[src/adsl_map.svh]
// Register map, field positions and reset values of the scan controller
// Contract
// RULE1: enabled channels convert in ascending order
// RULE2: start refused while no channel enabled
// RULE3: channels 16 and 17 have enable bits
// RULE4: continuous mode waits interval clocks between scans
// RULE5: interval runs from scan end to next start
// RULE6: slowest conversion clock forces zero interval
// RULE7: limit flags update only while detection enabled
// RULE8: two-bit field selects the limit condition
// RULE9: match sets channel flag and raises interrupt
// RULE10: one limit pair applies to every channel
// RULE11: upper limit bits 15-6, reset all ones
// RULE12: lower limit bits 15-6, reset zero
// RULE13: reference enable powers reference and sensor
// RULE14: reference source select, code 11 means supply
// RULE15: software waits reference settling before converting
// RULE16: software prepares reference before temperature channel
// RULE17: timing bit 0 interrupts once per scan
// RULE18: timing bit 1 interrupts per channel
// RULE19: limit detection overrides interrupt timing
// RULE20: match flag clears only by writing one
// RULE21: continuous bit selects repeated or single scan
// RULE22: limits and result compare unsigned, bits 15-6
`ifndef ADSL_MAP_SVH
`define ADSL_MAP_SVH

// ----------------------------------------------------------------
// Register indices, byte address is four times the index
// ----------------------------------------------------------------
`define ADSL_IDX_INTERVAL 16'hF832
`define ADSL_IDX_LMODE    16'hF834
`define ADSL_IDX_UPPER    16'hF836
`define ADSL_IDX_LOWER    16'hF838
`define ADSL_IDX_IMODE    16'hF83C
`define ADSL_IDX_CHEN     16'hF840
`define ADSL_IDX_CTRL     16'hF841
`define ADSL_IDX_STATUS   16'hF842
`define ADSL_IDX_REFCTL   16'hF843

// ----------------------------------------------------------------
// Field positions
// ----------------------------------------------------------------
`define ADSL_LM_EN      0
`define ADSL_LM_COND_LO 8
`define ADSL_LIM_LSB    6
`define ADSL_CT_RUN     0
`define ADSL_CT_CONT    1
`define ADSL_CT_CLK_LO  2
`define ADSL_REF_EN     0
`define ADSL_REF_SRC_LO 4

// ----------------------------------------------------------------
// Reset values and codes
// ----------------------------------------------------------------
`define ADSL_UPPER_RST  16'hFFC0
`define ADSL_LOWER_RST  16'h0000
`define ADSL_CLK_SLOW   3'h7
`define ADSL_REF_SUPPLY 2'h0
`define ADSL_REF_BAD    2'h3

`endif

[src/adsl_pkg.sv]
// Types shared by the scan controller and its limit comparator
package adsl_pkg;

	// Sequencer states, Gray coded along idle-start-busy-gap
	typedef enum logic [1:0] {
		ST_IDLE  = 2'h0,
		ST_START = 2'h1,
		ST_BUSY  = 2'h3,
		ST_GAP   = 2'h2
	} adsl_state_t;

	// Limit condition codes
	typedef enum logic [1:0] {
		LC_INSIDE = 2'h0,
		LC_ABOVE  = 2'h1,
		LC_BELOW  = 2'h2,
		LC_OUTSIDE = 2'h3
	} adsl_cond_t;

	// Limit check carrier
	typedef struct packed {
		logic [9:0] upper;
		logic [9:0] lower;
		adsl_cond_t cond;
	} adsl_limit_t;

endpackage : adsl_pkg

[src/adsl_limit_cmp.sv]
// Unsigned window comparator for one conversion result
`timescale 1ns/1ns
module adsl_limit_cmp (
	input  wire logic               i_clk,
	input  wire logic               i_srst,
	input  wire logic [15:0]        i_result,
	input  wire adsl_pkg::adsl_limit_t i_lim,
	output logic                    o_match
);
	logic [9:0] res;
	logic       above;
	logic       below;

	// Compare the aligned ten-bit value
	assign res   = i_result[15:6];        // RULE22
	assign above = res > i_lim.upper;
	assign below = res < i_lim.lower;

	// Pick the selected condition
	always_comb begin
		case (i_lim.cond)                 // RULE8
			adsl_pkg::LC_INSIDE:  o_match = !above && !below;
			adsl_pkg::LC_ABOVE:   o_match = above;
			adsl_pkg::LC_BELOW:   o_match = below;
			adsl_pkg::LC_OUTSIDE: o_match = above || below;
			default:              o_match = 1'b0;
		endcase
	end
endmodule : adsl_limit_cmp

[src/adsl_scan_ctrl.sv]
// Scan sequencer, limit detection and register file of the converter
`timescale 1ns/1ns
`include "adsl_map.svh"
module adsl_scan_ctrl (
	input  wire logic        i_clk,
	input  wire logic        i_srst,
	input  wire logic [17:0] i_avs_address,
	input  wire logic        i_avs_read,
	input  wire logic        i_avs_write,
	input  wire logic [31:0] i_avs_writedata,
	input  wire logic [3:0]  i_avs_byteenable,
	output logic      [31:0] o_avs_readdata,
	output logic             o_avs_waitrequest,
	input  wire logic        i_conv_done,
	input  wire logic [15:0] i_conv_result,
	output logic             o_conv_start,
	output logic      [4:0]  o_conv_channel,
	output logic             o_irq,
	output logic             o_ref_enable,
	output logic             o_temp_sensor_enable,
	output logic      [1:0]  o_ref_select
);
	localparam int NCH = 18;

	// ----------------------------------------------------------------
	// Helper functions
	// ----------------------------------------------------------------

	// Byte-lane merge of a write into a stored word
	function automatic logic [31:0] merge32(
		input logic [31:0] old_v,
		input logic [31:0] new_v,
		input logic [3:0]  be
	);
		logic [31:0] r;
		r = old_v;
		for (int b = 0; b < 4; b++) begin
			if (be[b]) begin
				r[b*8 +: 8] = new_v[b*8 +: 8];
			end
		end
		return r;
	endfunction : merge32

	// Lowest enabled channel at or above a start index
	function automatic logic [5:0] find_ch(
		input logic [NCH-1:0] en,
		input logic [5:0]     from
	);
		logic [5:0] r;
		r = 6'h00;
		for (int i = NCH - 1; i >= 0; i--) begin
			if (en[i] && (6'(i) >= from)) begin
				r = {1'b1, 5'(i)};
			end
		end
		return r;
	endfunction : find_ch

	// ----------------------------------------------------------------
	// Registers
	// ----------------------------------------------------------------
	logic                   wait_q;
	logic [31:0]            rdata_q;
	logic [31:0]            rd_d;
	logic [15:0]            interval_q;
	logic                   lim_en_q;
	adsl_pkg::adsl_cond_t   cond_q;
	logic [9:0]             upper_q;
	logic [9:0]             lower_q;
	logic                   imode_q;
	logic [NCH-1:0]         chen_q;
	logic                   cont_q;
	logic [2:0]             clksel_q;
	logic                   run_q;
	logic [NCH-1:0]         flags_q;
	logic                   ref_en_q;
	logic [1:0]             ref_src_q;
	adsl_pkg::adsl_state_t  st_q;
	logic [4:0]             ch_q;
	logic [15:0]            cnt_q;
	logic                   start_q;
	logic                   irq_q;
	logic                   match;

	// ----------------------------------------------------------------
	// Bus decode
	// ----------------------------------------------------------------
	logic        req;
	logic        wr;
	logic [15:0] idx;
	logic [31:0] wdat;
	logic        ctrl_wr;
	logic        sts_wr;

	assign req  = i_avs_read || i_avs_write;
	assign wr   = i_avs_write && !wait_q;
	assign idx  = i_avs_address[17:2];
	assign ctrl_wr = wr && (idx == `ADSL_IDX_CTRL) && i_avs_byteenable[0];
	assign sts_wr  = wr && (idx == `ADSL_IDX_STATUS);
	assign wdat = i_avs_writedata;

	// One wait cycle per access, request taken on the next edge
	always_ff @(posedge i_clk) begin
		if (i_srst) begin
			wait_q <= 1'b1;
		end else begin
			wait_q <= !(req && wait_q);
		end
	end

	// Read data captured in the wait cycle
	always_ff @(posedge i_clk) begin
		if (i_srst) begin
			rdata_q <= 32'h0000_0000;
		end else if (i_avs_read && wait_q) begin
			rdata_q <= rd_d;
		end
	end

	assign o_avs_waitrequest = wait_q;
	assign o_avs_readdata    = rdata_q;

	// ----------------------------------------------------------------
	// Configuration registers
	// ----------------------------------------------------------------
	logic [31:0] m_int;
	logic [31:0] m_lm;
	logic [31:0] m_up;
	logic [31:0] m_lo;
	logic [31:0] m_ch;
	logic [31:0] m_ct;
	localparam logic [15:0] UPR = `ADSL_UPPER_RST;
	localparam logic [15:0] LWR = `ADSL_LOWER_RST;

	assign m_int = merge32({16'h0000, interval_q}, wdat, i_avs_byteenable);
	assign m_lm  = merge32(32'h0000_0000, wdat, i_avs_byteenable);
	assign m_up  = merge32({16'h0000, upper_q, 6'h00}, wdat,
		i_avs_byteenable);
	assign m_lo  = merge32({16'h0000, lower_q, 6'h00}, wdat,
		i_avs_byteenable);
	assign m_ch  = merge32({14'h0000, chen_q}, wdat, i_avs_byteenable);
	assign m_ct  = merge32({27'h0, clksel_q, cont_q, 1'b0}, wdat,
		i_avs_byteenable);

	// Register writes, low six limit bits are not stored
	always_ff @(posedge i_clk) begin
		if (i_srst) begin
			interval_q <= 16'h0000;
			lim_en_q   <= 1'b0;
			cond_q     <= adsl_pkg::LC_INSIDE;
			upper_q    <= UPR[15:6];          // RULE11
			lower_q    <= LWR[15:6];          // RULE12
			imode_q    <= 1'b0;
			chen_q     <= {NCH{1'b0}};        // RULE3
			cont_q     <= 1'b0;
			clksel_q   <= 3'h0;
			ref_en_q   <= 1'b0;
			ref_src_q  <= `ADSL_REF_SUPPLY;
		end else if (wr) begin
			case (idx)
				`ADSL_IDX_INTERVAL: interval_q <= m_int[15:0];
				`ADSL_IDX_LMODE: begin
					if (i_avs_byteenable[0]) begin
						lim_en_q <= m_lm[`ADSL_LM_EN];
					end
					if (i_avs_byteenable[1]) begin
						cond_q <= adsl_pkg::adsl_cond_t'(
							m_lm[`ADSL_LM_COND_LO +: 2]);
					end
				end
				`ADSL_IDX_UPPER: upper_q <= m_up[15:6];  // RULE11
				`ADSL_IDX_LOWER: lower_q <= m_lo[15:6];  // RULE12
				`ADSL_IDX_IMODE: begin
					if (i_avs_byteenable[0]) begin
						imode_q <= wdat[0];
					end
				end
				`ADSL_IDX_CHEN: chen_q <= m_ch[NCH-1:0]; // RULE3
				`ADSL_IDX_CTRL: begin
					cont_q   <= m_ct[`ADSL_CT_CONT];     // RULE21
					clksel_q <= m_ct[`ADSL_CT_CLK_LO +: 3];
				end
				`ADSL_IDX_REFCTL: begin
					if (i_avs_byteenable[0]) begin
						ref_en_q  <= m_lm[`ADSL_REF_EN]; // RULE13
						ref_src_q <= m_lm[`ADSL_REF_SRC_LO +: 2];
					end
				end
				default: ;
			endcase
		end
	end

	// Reference drive, the unused code falls back to the supply pin
	always_ff @(posedge i_clk) begin
		if (i_srst) begin
			o_ref_enable         <= 1'b0;
			o_temp_sensor_enable <= 1'b0;
			o_ref_select         <= `ADSL_REF_SUPPLY;
		end else begin
			o_ref_enable         <= ref_en_q;    // RULE13
			o_temp_sensor_enable <= ref_en_q;    // RULE13
			o_ref_select <= (ref_src_q == `ADSL_REF_BAD) ?
				`ADSL_REF_SUPPLY : ref_src_q;    // RULE14
		end
	end

	// ----------------------------------------------------------------
	// Scan sequencer
	// ----------------------------------------------------------------
	logic [5:0] first;
	logic [5:0] nxt;
	logic       done;
	logic       last;
	logic       gap_zero;

	assign first    = find_ch(chen_q, 6'h00);
	assign nxt      = find_ch(chen_q, {1'b0, ch_q} + 6'h01);   // RULE1
	assign done     = (st_q == adsl_pkg::ST_BUSY) && i_conv_done;
	assign last     = done && !nxt[5];
	assign gap_zero = (clksel_q == `ADSL_CLK_SLOW) ||
		(interval_q == 16'h0000);                               // RULE6

	// State, channel, interval count and run bit
	always_ff @(posedge i_clk) begin
		if (i_srst) begin
			st_q    <= adsl_pkg::ST_IDLE;
			run_q   <= 1'b0;
			ch_q    <= 5'h00;
			cnt_q   <= 16'h0000;
			start_q <= 1'b0;
		end else begin
			start_q <= 1'b0;
			if (ctrl_wr && !wdat[`ADSL_CT_RUN]) begin
				run_q <= 1'b0;
				st_q  <= adsl_pkg::ST_IDLE;
			end else begin
				case (st_q)
					adsl_pkg::ST_IDLE: begin
						if (ctrl_wr && first[5]) begin       // RULE2
							run_q <= 1'b1;
							ch_q  <= first[4:0];              // RULE1
							st_q  <= adsl_pkg::ST_START;
						end
					end
					adsl_pkg::ST_START: begin
						start_q <= 1'b1;
						st_q    <= adsl_pkg::ST_BUSY;
					end
					adsl_pkg::ST_BUSY: begin
						if (done && nxt[5]) begin
							ch_q <= nxt[4:0];                 // RULE1
							st_q <= adsl_pkg::ST_START;
						end else if (done && cont_q && first[5]) begin
							ch_q <= first[4:0];               // RULE21
							if (gap_zero) begin
								st_q <= adsl_pkg::ST_START;   // RULE6
							end else begin
								cnt_q <= interval_q;          // RULE5
								st_q  <= adsl_pkg::ST_GAP;
							end
						end else if (done) begin
							run_q <= 1'b0;                    // RULE21
							st_q  <= adsl_pkg::ST_IDLE;
						end
					end
					adsl_pkg::ST_GAP: begin
						if (cnt_q <= 16'h0001) begin
							st_q <= adsl_pkg::ST_START;       // RULE4
						end else begin
							cnt_q <= cnt_q - 16'h0001;        // RULE4
						end
					end
					default: st_q <= adsl_pkg::ST_IDLE;
				endcase
			end
		end
	end

	assign o_conv_start   = start_q;
	assign o_conv_channel = ch_q;

	// ----------------------------------------------------------------
	// Limit detection and interrupt
	// ----------------------------------------------------------------
	adsl_pkg::adsl_limit_t lim;
	logic                  hit;
	logic [NCH-1:0]        set_v;
	logic [NCH-1:0]        clr_v;

	assign lim = '{upper: upper_q, lower: lower_q, cond: cond_q};

	// Shared limit pair for every channel
	adsl_limit_cmp u_cmp (                   // RULE10
		.i_clk    (i_clk),
		.i_srst   (i_srst),
		.i_result (i_conv_result),
		.i_lim    (lim),
		.o_match  (match)
	);

	assign hit   = done && lim_en_q && match;                  // RULE7
	assign set_v = hit ? (NCH'(1) << ch_q) : {NCH{1'b0}};
	assign clr_v = sts_wr ? m_lm[NCH-1:0] : {NCH{1'b0}};

	// Sticky match flags, a new match beats a clear
	always_ff @(posedge i_clk) begin
		if (i_srst) begin
			flags_q <= {NCH{1'b0}};
		end else begin
			flags_q <= (flags_q & ~clr_v) | set_v;  // RULE9 RULE20
		end
	end

	// Interrupt pulse source selection
	always_ff @(posedge i_clk) begin
		if (i_srst) begin
			irq_q <= 1'b0;
		end else if (lim_en_q) begin
			irq_q <= hit;                          // RULE9 RULE19
		end else if (imode_q) begin
			irq_q <= done;                         // RULE18
		end else begin
			irq_q <= last;                         // RULE17
		end
	end

	assign o_irq = irq_q;

	// ----------------------------------------------------------------
	// Read-back
	// ----------------------------------------------------------------
	always_comb begin
		rd_d = 32'h0000_0000;
		case (idx)
			`ADSL_IDX_INTERVAL: rd_d[15:0] = interval_q;
			`ADSL_IDX_LMODE: begin
				rd_d[`ADSL_LM_EN] = lim_en_q;
				rd_d[`ADSL_LM_COND_LO +: 2] = cond_q;
			end
			`ADSL_IDX_UPPER: rd_d[15:6] = upper_q;
			`ADSL_IDX_LOWER: rd_d[15:6] = lower_q;
			`ADSL_IDX_IMODE: rd_d[0] = imode_q;
			`ADSL_IDX_CHEN:  rd_d[NCH-1:0] = chen_q;
			`ADSL_IDX_CTRL: begin
				rd_d[`ADSL_CT_RUN]  = run_q;
				rd_d[`ADSL_CT_CONT] = cont_q;
				rd_d[`ADSL_CT_CLK_LO +: 3] = clksel_q;
			end
			`ADSL_IDX_STATUS: rd_d[NCH-1:0] = flags_q;
			`ADSL_IDX_REFCTL: begin
				rd_d[`ADSL_REF_EN] = ref_en_q;
				rd_d[`ADSL_REF_SRC_LO +: 2] = ref_src_q;
			end
			default: rd_d = 32'h0000_0000;
		endcase
	end
endmodule : adsl_scan_ctrl

[config.mk]
export PLATFORM = sky130hd
export DESIGN_NAME = adsl_scan_ctrl
export DESIGN_NICKNAME = d
export VERILOG_FILES = /design/src/adsl_pkg.sv /design/src/adsl_limit_cmp.sv /design/src/adsl_scan_ctrl.sv
export VERILOG_INCLUDE_DIRS = /design/src
export SDC_FILE = /design/constraint.sdc
export NUM_CORES = 1
export LEC_CHECK = 0
export ABC_AREA = 0
export ABC_CLOCK_PERIOD_IN_PS = 2700
export BUFFER_PORTS_ARGS = -buffer_cell sky130_fd_sc_hd__clkbuf_2
export CAP_MARGIN = 20
export CELL_PAD_IN_SITES_DETAIL_PLACEMENT = 1
export CELL_PAD_IN_SITES_GLOBAL_PLACEMENT = 1
export CORE_ASPECT_RATIO = 0.8
export CORE_MARGIN = 3
export CORE_UTILIZATION = 39
export CTS_CLUSTER_DIAMETER = 150
export DETAILED_ROUTE_END_ITERATION = 6
export PLACE_DENSITY = 0.87
export SYNTH_ARGS = -nofsm -noshare
export SYNTH_HDL_FRONTEND = slang
export SYNTH_SLANG_ARGS = --single-unit
export TNS_END_PERCENT = 10
[constraint.sdc]
create_clock -name i_clk -period 2.7 [get_ports i_clk]
set_input_delay 0.405 -clock i_clk [delete_from_list [all_inputs] [get_ports i_clk]]
set_output_delay 0.405 -clock i_clk [all_outputs]
set_load 0.02 [all_outputs]
==> results.cfg <==
[die]
rows = 45
die-height_um = 132.7
die_area_um2 = 21820
pin_count = 119
core-area_um2 = 19310
die_x_um = 164.4
start_util = 0.4053

[power_and_ir_drop]
power_frac_comb = 0.067
switching_share = 0.2486
finalPower_mw = 4.604
leakagePower_nw = 3.950
internal-power_mw = 3.460
powerDensity_nw_per_um2 = 458.4
vdd_drop_max_uv = 352.2
p_clk_frac = 0.507
power_frac_seq = 0.426
p_switching_mw = 1.145

[layout]
regArea_um2 = 2634
multi_input_area_um2 = 4977
syn_to_final_growth_pct = 28.32
utilization = 0.5201
fin_area_um2 = 10040
nFillCells = 2354
final_nets = 1247
drive_gt1_frac = 0.2602
diodes = 0

[yosys]
ys_warn_count = 0
synth_edf_count = 0
yosysSeqAreaShare = 0.3350
async_flop_share = 0
ys.flop_type = dfxtp_1
synthDistinctLibCells = 90
synth_area_um2 = 7828
synthCells = 982
ys_ff_latch = 131
syn_avg_cell_area_um2 = 7.971

[flow_run]
cap_violations = 0

[clocking]
cts_tree = built
ctsHoldBuffers = 0
clk_latency_ps = 440
clock-root-buffer = clkbuf_16
cts.sinks = 131
cts_buffers = 17
h-tree-depth = 4
cts.path.max_buffers = 2
path_clk_slew_ps = 60

[timing]
tightest_slew_ps = 1071
tns_ps = 0
rsz0062_at_grt = true
slew_headroom = 0.2863
finalCritPeriodShare = 0.9995
max_freq_mhz = 370.5
worst_slack_ps = 1.218
clock_skew_ps = 9.921
fin_crit_ps = 2699
finalHoldViolCount = 0
slew_viol_final = 0
setup_viol = 0

[detailed_routing]
finalWirelength_um = 32830
ant_nets = 0
wl_per_cell_um = 23.20
drc = 0
vias = 8723
viasPerCell = 6.165
drt_first_iter_violations = 866
first_pass_iters = 5

[setup_path]
cp-end-kind = flip-flop
crit_fanout = 5
worstSetupStartpointType = flip-flop
worstPathArrival_ps = 3020
path_class = reg -> reg
cp.required_ps = 3020

[place]
place_congestion = 0.9364
pre_cts_ws_ps = -130.4
io_buffers = 81
hpwl_um = 22080
post_dp_cell_area_um2 = 9109

[global_route]
antenna_found_initial = 0
grt.overflow.total = 0
grt_pass1_wl_um = 48840
grt_max_degree = 93
grt_use_total = 0.2855
grt_pass1_vias = 8771

[status]
outcome = finished, final reports clean

[worst_hold_path]
hold_path.class = in -> reg
registers in the layout, indices dropped and copies added, names as in the netlist, 2 cells and up:
signal / cells
chen_q: 18
clksel_q: 3
cnt_q: 16
cond_q: 2
flags_q: 18
interval_q: 16
lower_q: 10
o_avs_readdata: 18
o_conv_channel: 5
o_ref_select: 2
ref_src_q: 2
st_q: 2
upper_q: 10
repair_timing:
action | 4_1_cts | 5_1_grt
resized for setup | 10 | 52
buffers inserted | 1 | 6
endpoints found under the setup margin | 28 | 36
gates cloned | 0 | 1
pin swaps | 1 | 18
through the flow:
stage	cells	hold slack, ps
3_5_place_dp	1376	440.8
6_report	1415	192.0
3_3_place_gp	1376	429.2
2_1_floorplan	995	428.8
5_1_grt	1415	211.0
4_1_cts	1408	183.4
critical path, cell delays in order, from the launching register on:
cell       delay, ps
dfxtp_4          370
buf_6            130
inv_2            110
ha_4             240
buf_6            120
nor2b_1          210
a21oi_2           90
a21oi_2          200
o21ai_2          110
and2_4           170
a31oi_4          250
clkbuf_16        200
o21ba_2          150
o221a_1          230
synthesized netlist by cell type (all sizes together) (3+ instances only):
cell | n | area (um^2)
a21oi | 81 | 405.4
nor3 | 20 | 116.4
nor2 | 97 | 366.6
nand3 | 39 | 207.7
o211ai | 17 | 127.6
nor3b | 6 | 45.04
buf | 31 | 242.7
o2111ai | 4 | 35.03
o21bai | 3 | 22.52
and3 | 10 | 63.81
o32ai | 7 | 61.31
and2 | 10 | 62.56
o21ai | 56 | 284.0
nor4 | 14 | 151.4
a22oi | 10 | 75.07
nand4 | 12 | 75.07
a211oi | 10 | 85.08
a211o | 5 | 43.79
o22ai | 12 | 75.07
nor2b | 11 | 68.82
mux2i | 54 | 544.3
ha | 27 | 337.8
or4 | 3 | 22.52
o21a | 4 | 30.03
a22o | 3 | 26.28
o31ai | 9 | 81.33
a21o | 6 | 45.04
a31oi | 18 | 140.1
nand4b | 3 | 26.28
xor2 | 3 | 41.29
nand2 | 125 | 471.7
a221oi | 7 | 61.31
inv | 37 | 138.9
clkbuf | 39 | 146.4
dfxtp | 131 | 2623
or3 | 8 | 55.05
nand2b | 10 | 62.56
final cells by class:
type | count | area share
clock buffer | 22 | 0.04721
multi-input combinational | 755 | 0.4955
timing repair buffer | 201 | 0.1379
clock inverter | 9 | 0.01046
sequential | 131 | 0.2622
inverter | 39 | 0.01457
tap | 258 | 0.03214
path summary, 6_finish.rpt:
check / start / to / slack, ps / cells after the start
max: o_conv_channel[0] / cnt_q[14] / 1 / 13
min: i_avs_read / o_avs_waitrequest / 190 / 2
max reg2reg: o_conv_channel[0] / cnt_q[14] / 1 / 13
min reg2reg: flags_q[7] / flags_q[7] / 470 / 2
power by group through the flow:
stage	Clock (mW)	Combinational [mW]	Sequential, mW
2_1_floorplan	0	0.148	2.02
5_1_grt	2.44	0.329	1.96
3_3_place_gp	0	0.285	2.00
6_report	2.34	0.310	1.96
4_1_cts	2.35	0.300	1.96
3_5_place_dp	0	0.293	2.00
logic make-up after synthesis:
logic type / Yosys count / synth area share
adders and majority gates: 27 / 0.04316
muxes: 56 / 0.07241
AOI/OAI and AO/OA: 276 / 0.2335
other: 1 / 0.0004791
xor gates and xnor gates: 5 / 0.008473
and+or+nand+nor: 377 / 0.2385
buffers and inverters: 109 / 0.06841
DFF: 131 / 0.3350
layer usage:
metal / GRT usage / up-vias / wire length [um]
met2: 0.4603 / 459 / 15380
met3: 0.07042 / 84 / 2834
li1: - / 3867 / -
met5: 0 / - / 0
met1: 0.3775 / 4313 / 13670
met4: 0.08663 / 0 / 945
cells in the final DEF (no fill, tap or decap), types with 9 or more instances in the layout:
master / netlist / routed
inv_1: 37 / 35
nor2b_1: 11 / 9
clkbuf_16: 0 / 18
a31oi_1: 15 / 15
nand2_1: 124 / 124
a21oi_1: 81 / 77
o211ai_1: 17 / 17
a22oi_1: 10 / 10
dfxtp_1: 131 / 126
buf_4: 19 / 112
o22ai_1: 12 / 11
nor3_1: 18 / 18
nor2_1: 96 / 95
clkbuf_2: 0 / 80
nand2b_1: 10 / 9
o21ai_0: 50 / 46
ha_1: 27 / 21
mux2i_1: 53 / 53
nand3_1: 38 / 37
nand4_1: 12 / 12
conb_1: 1 / 14
Note: power is estimated with default switching activity, not from simulation.
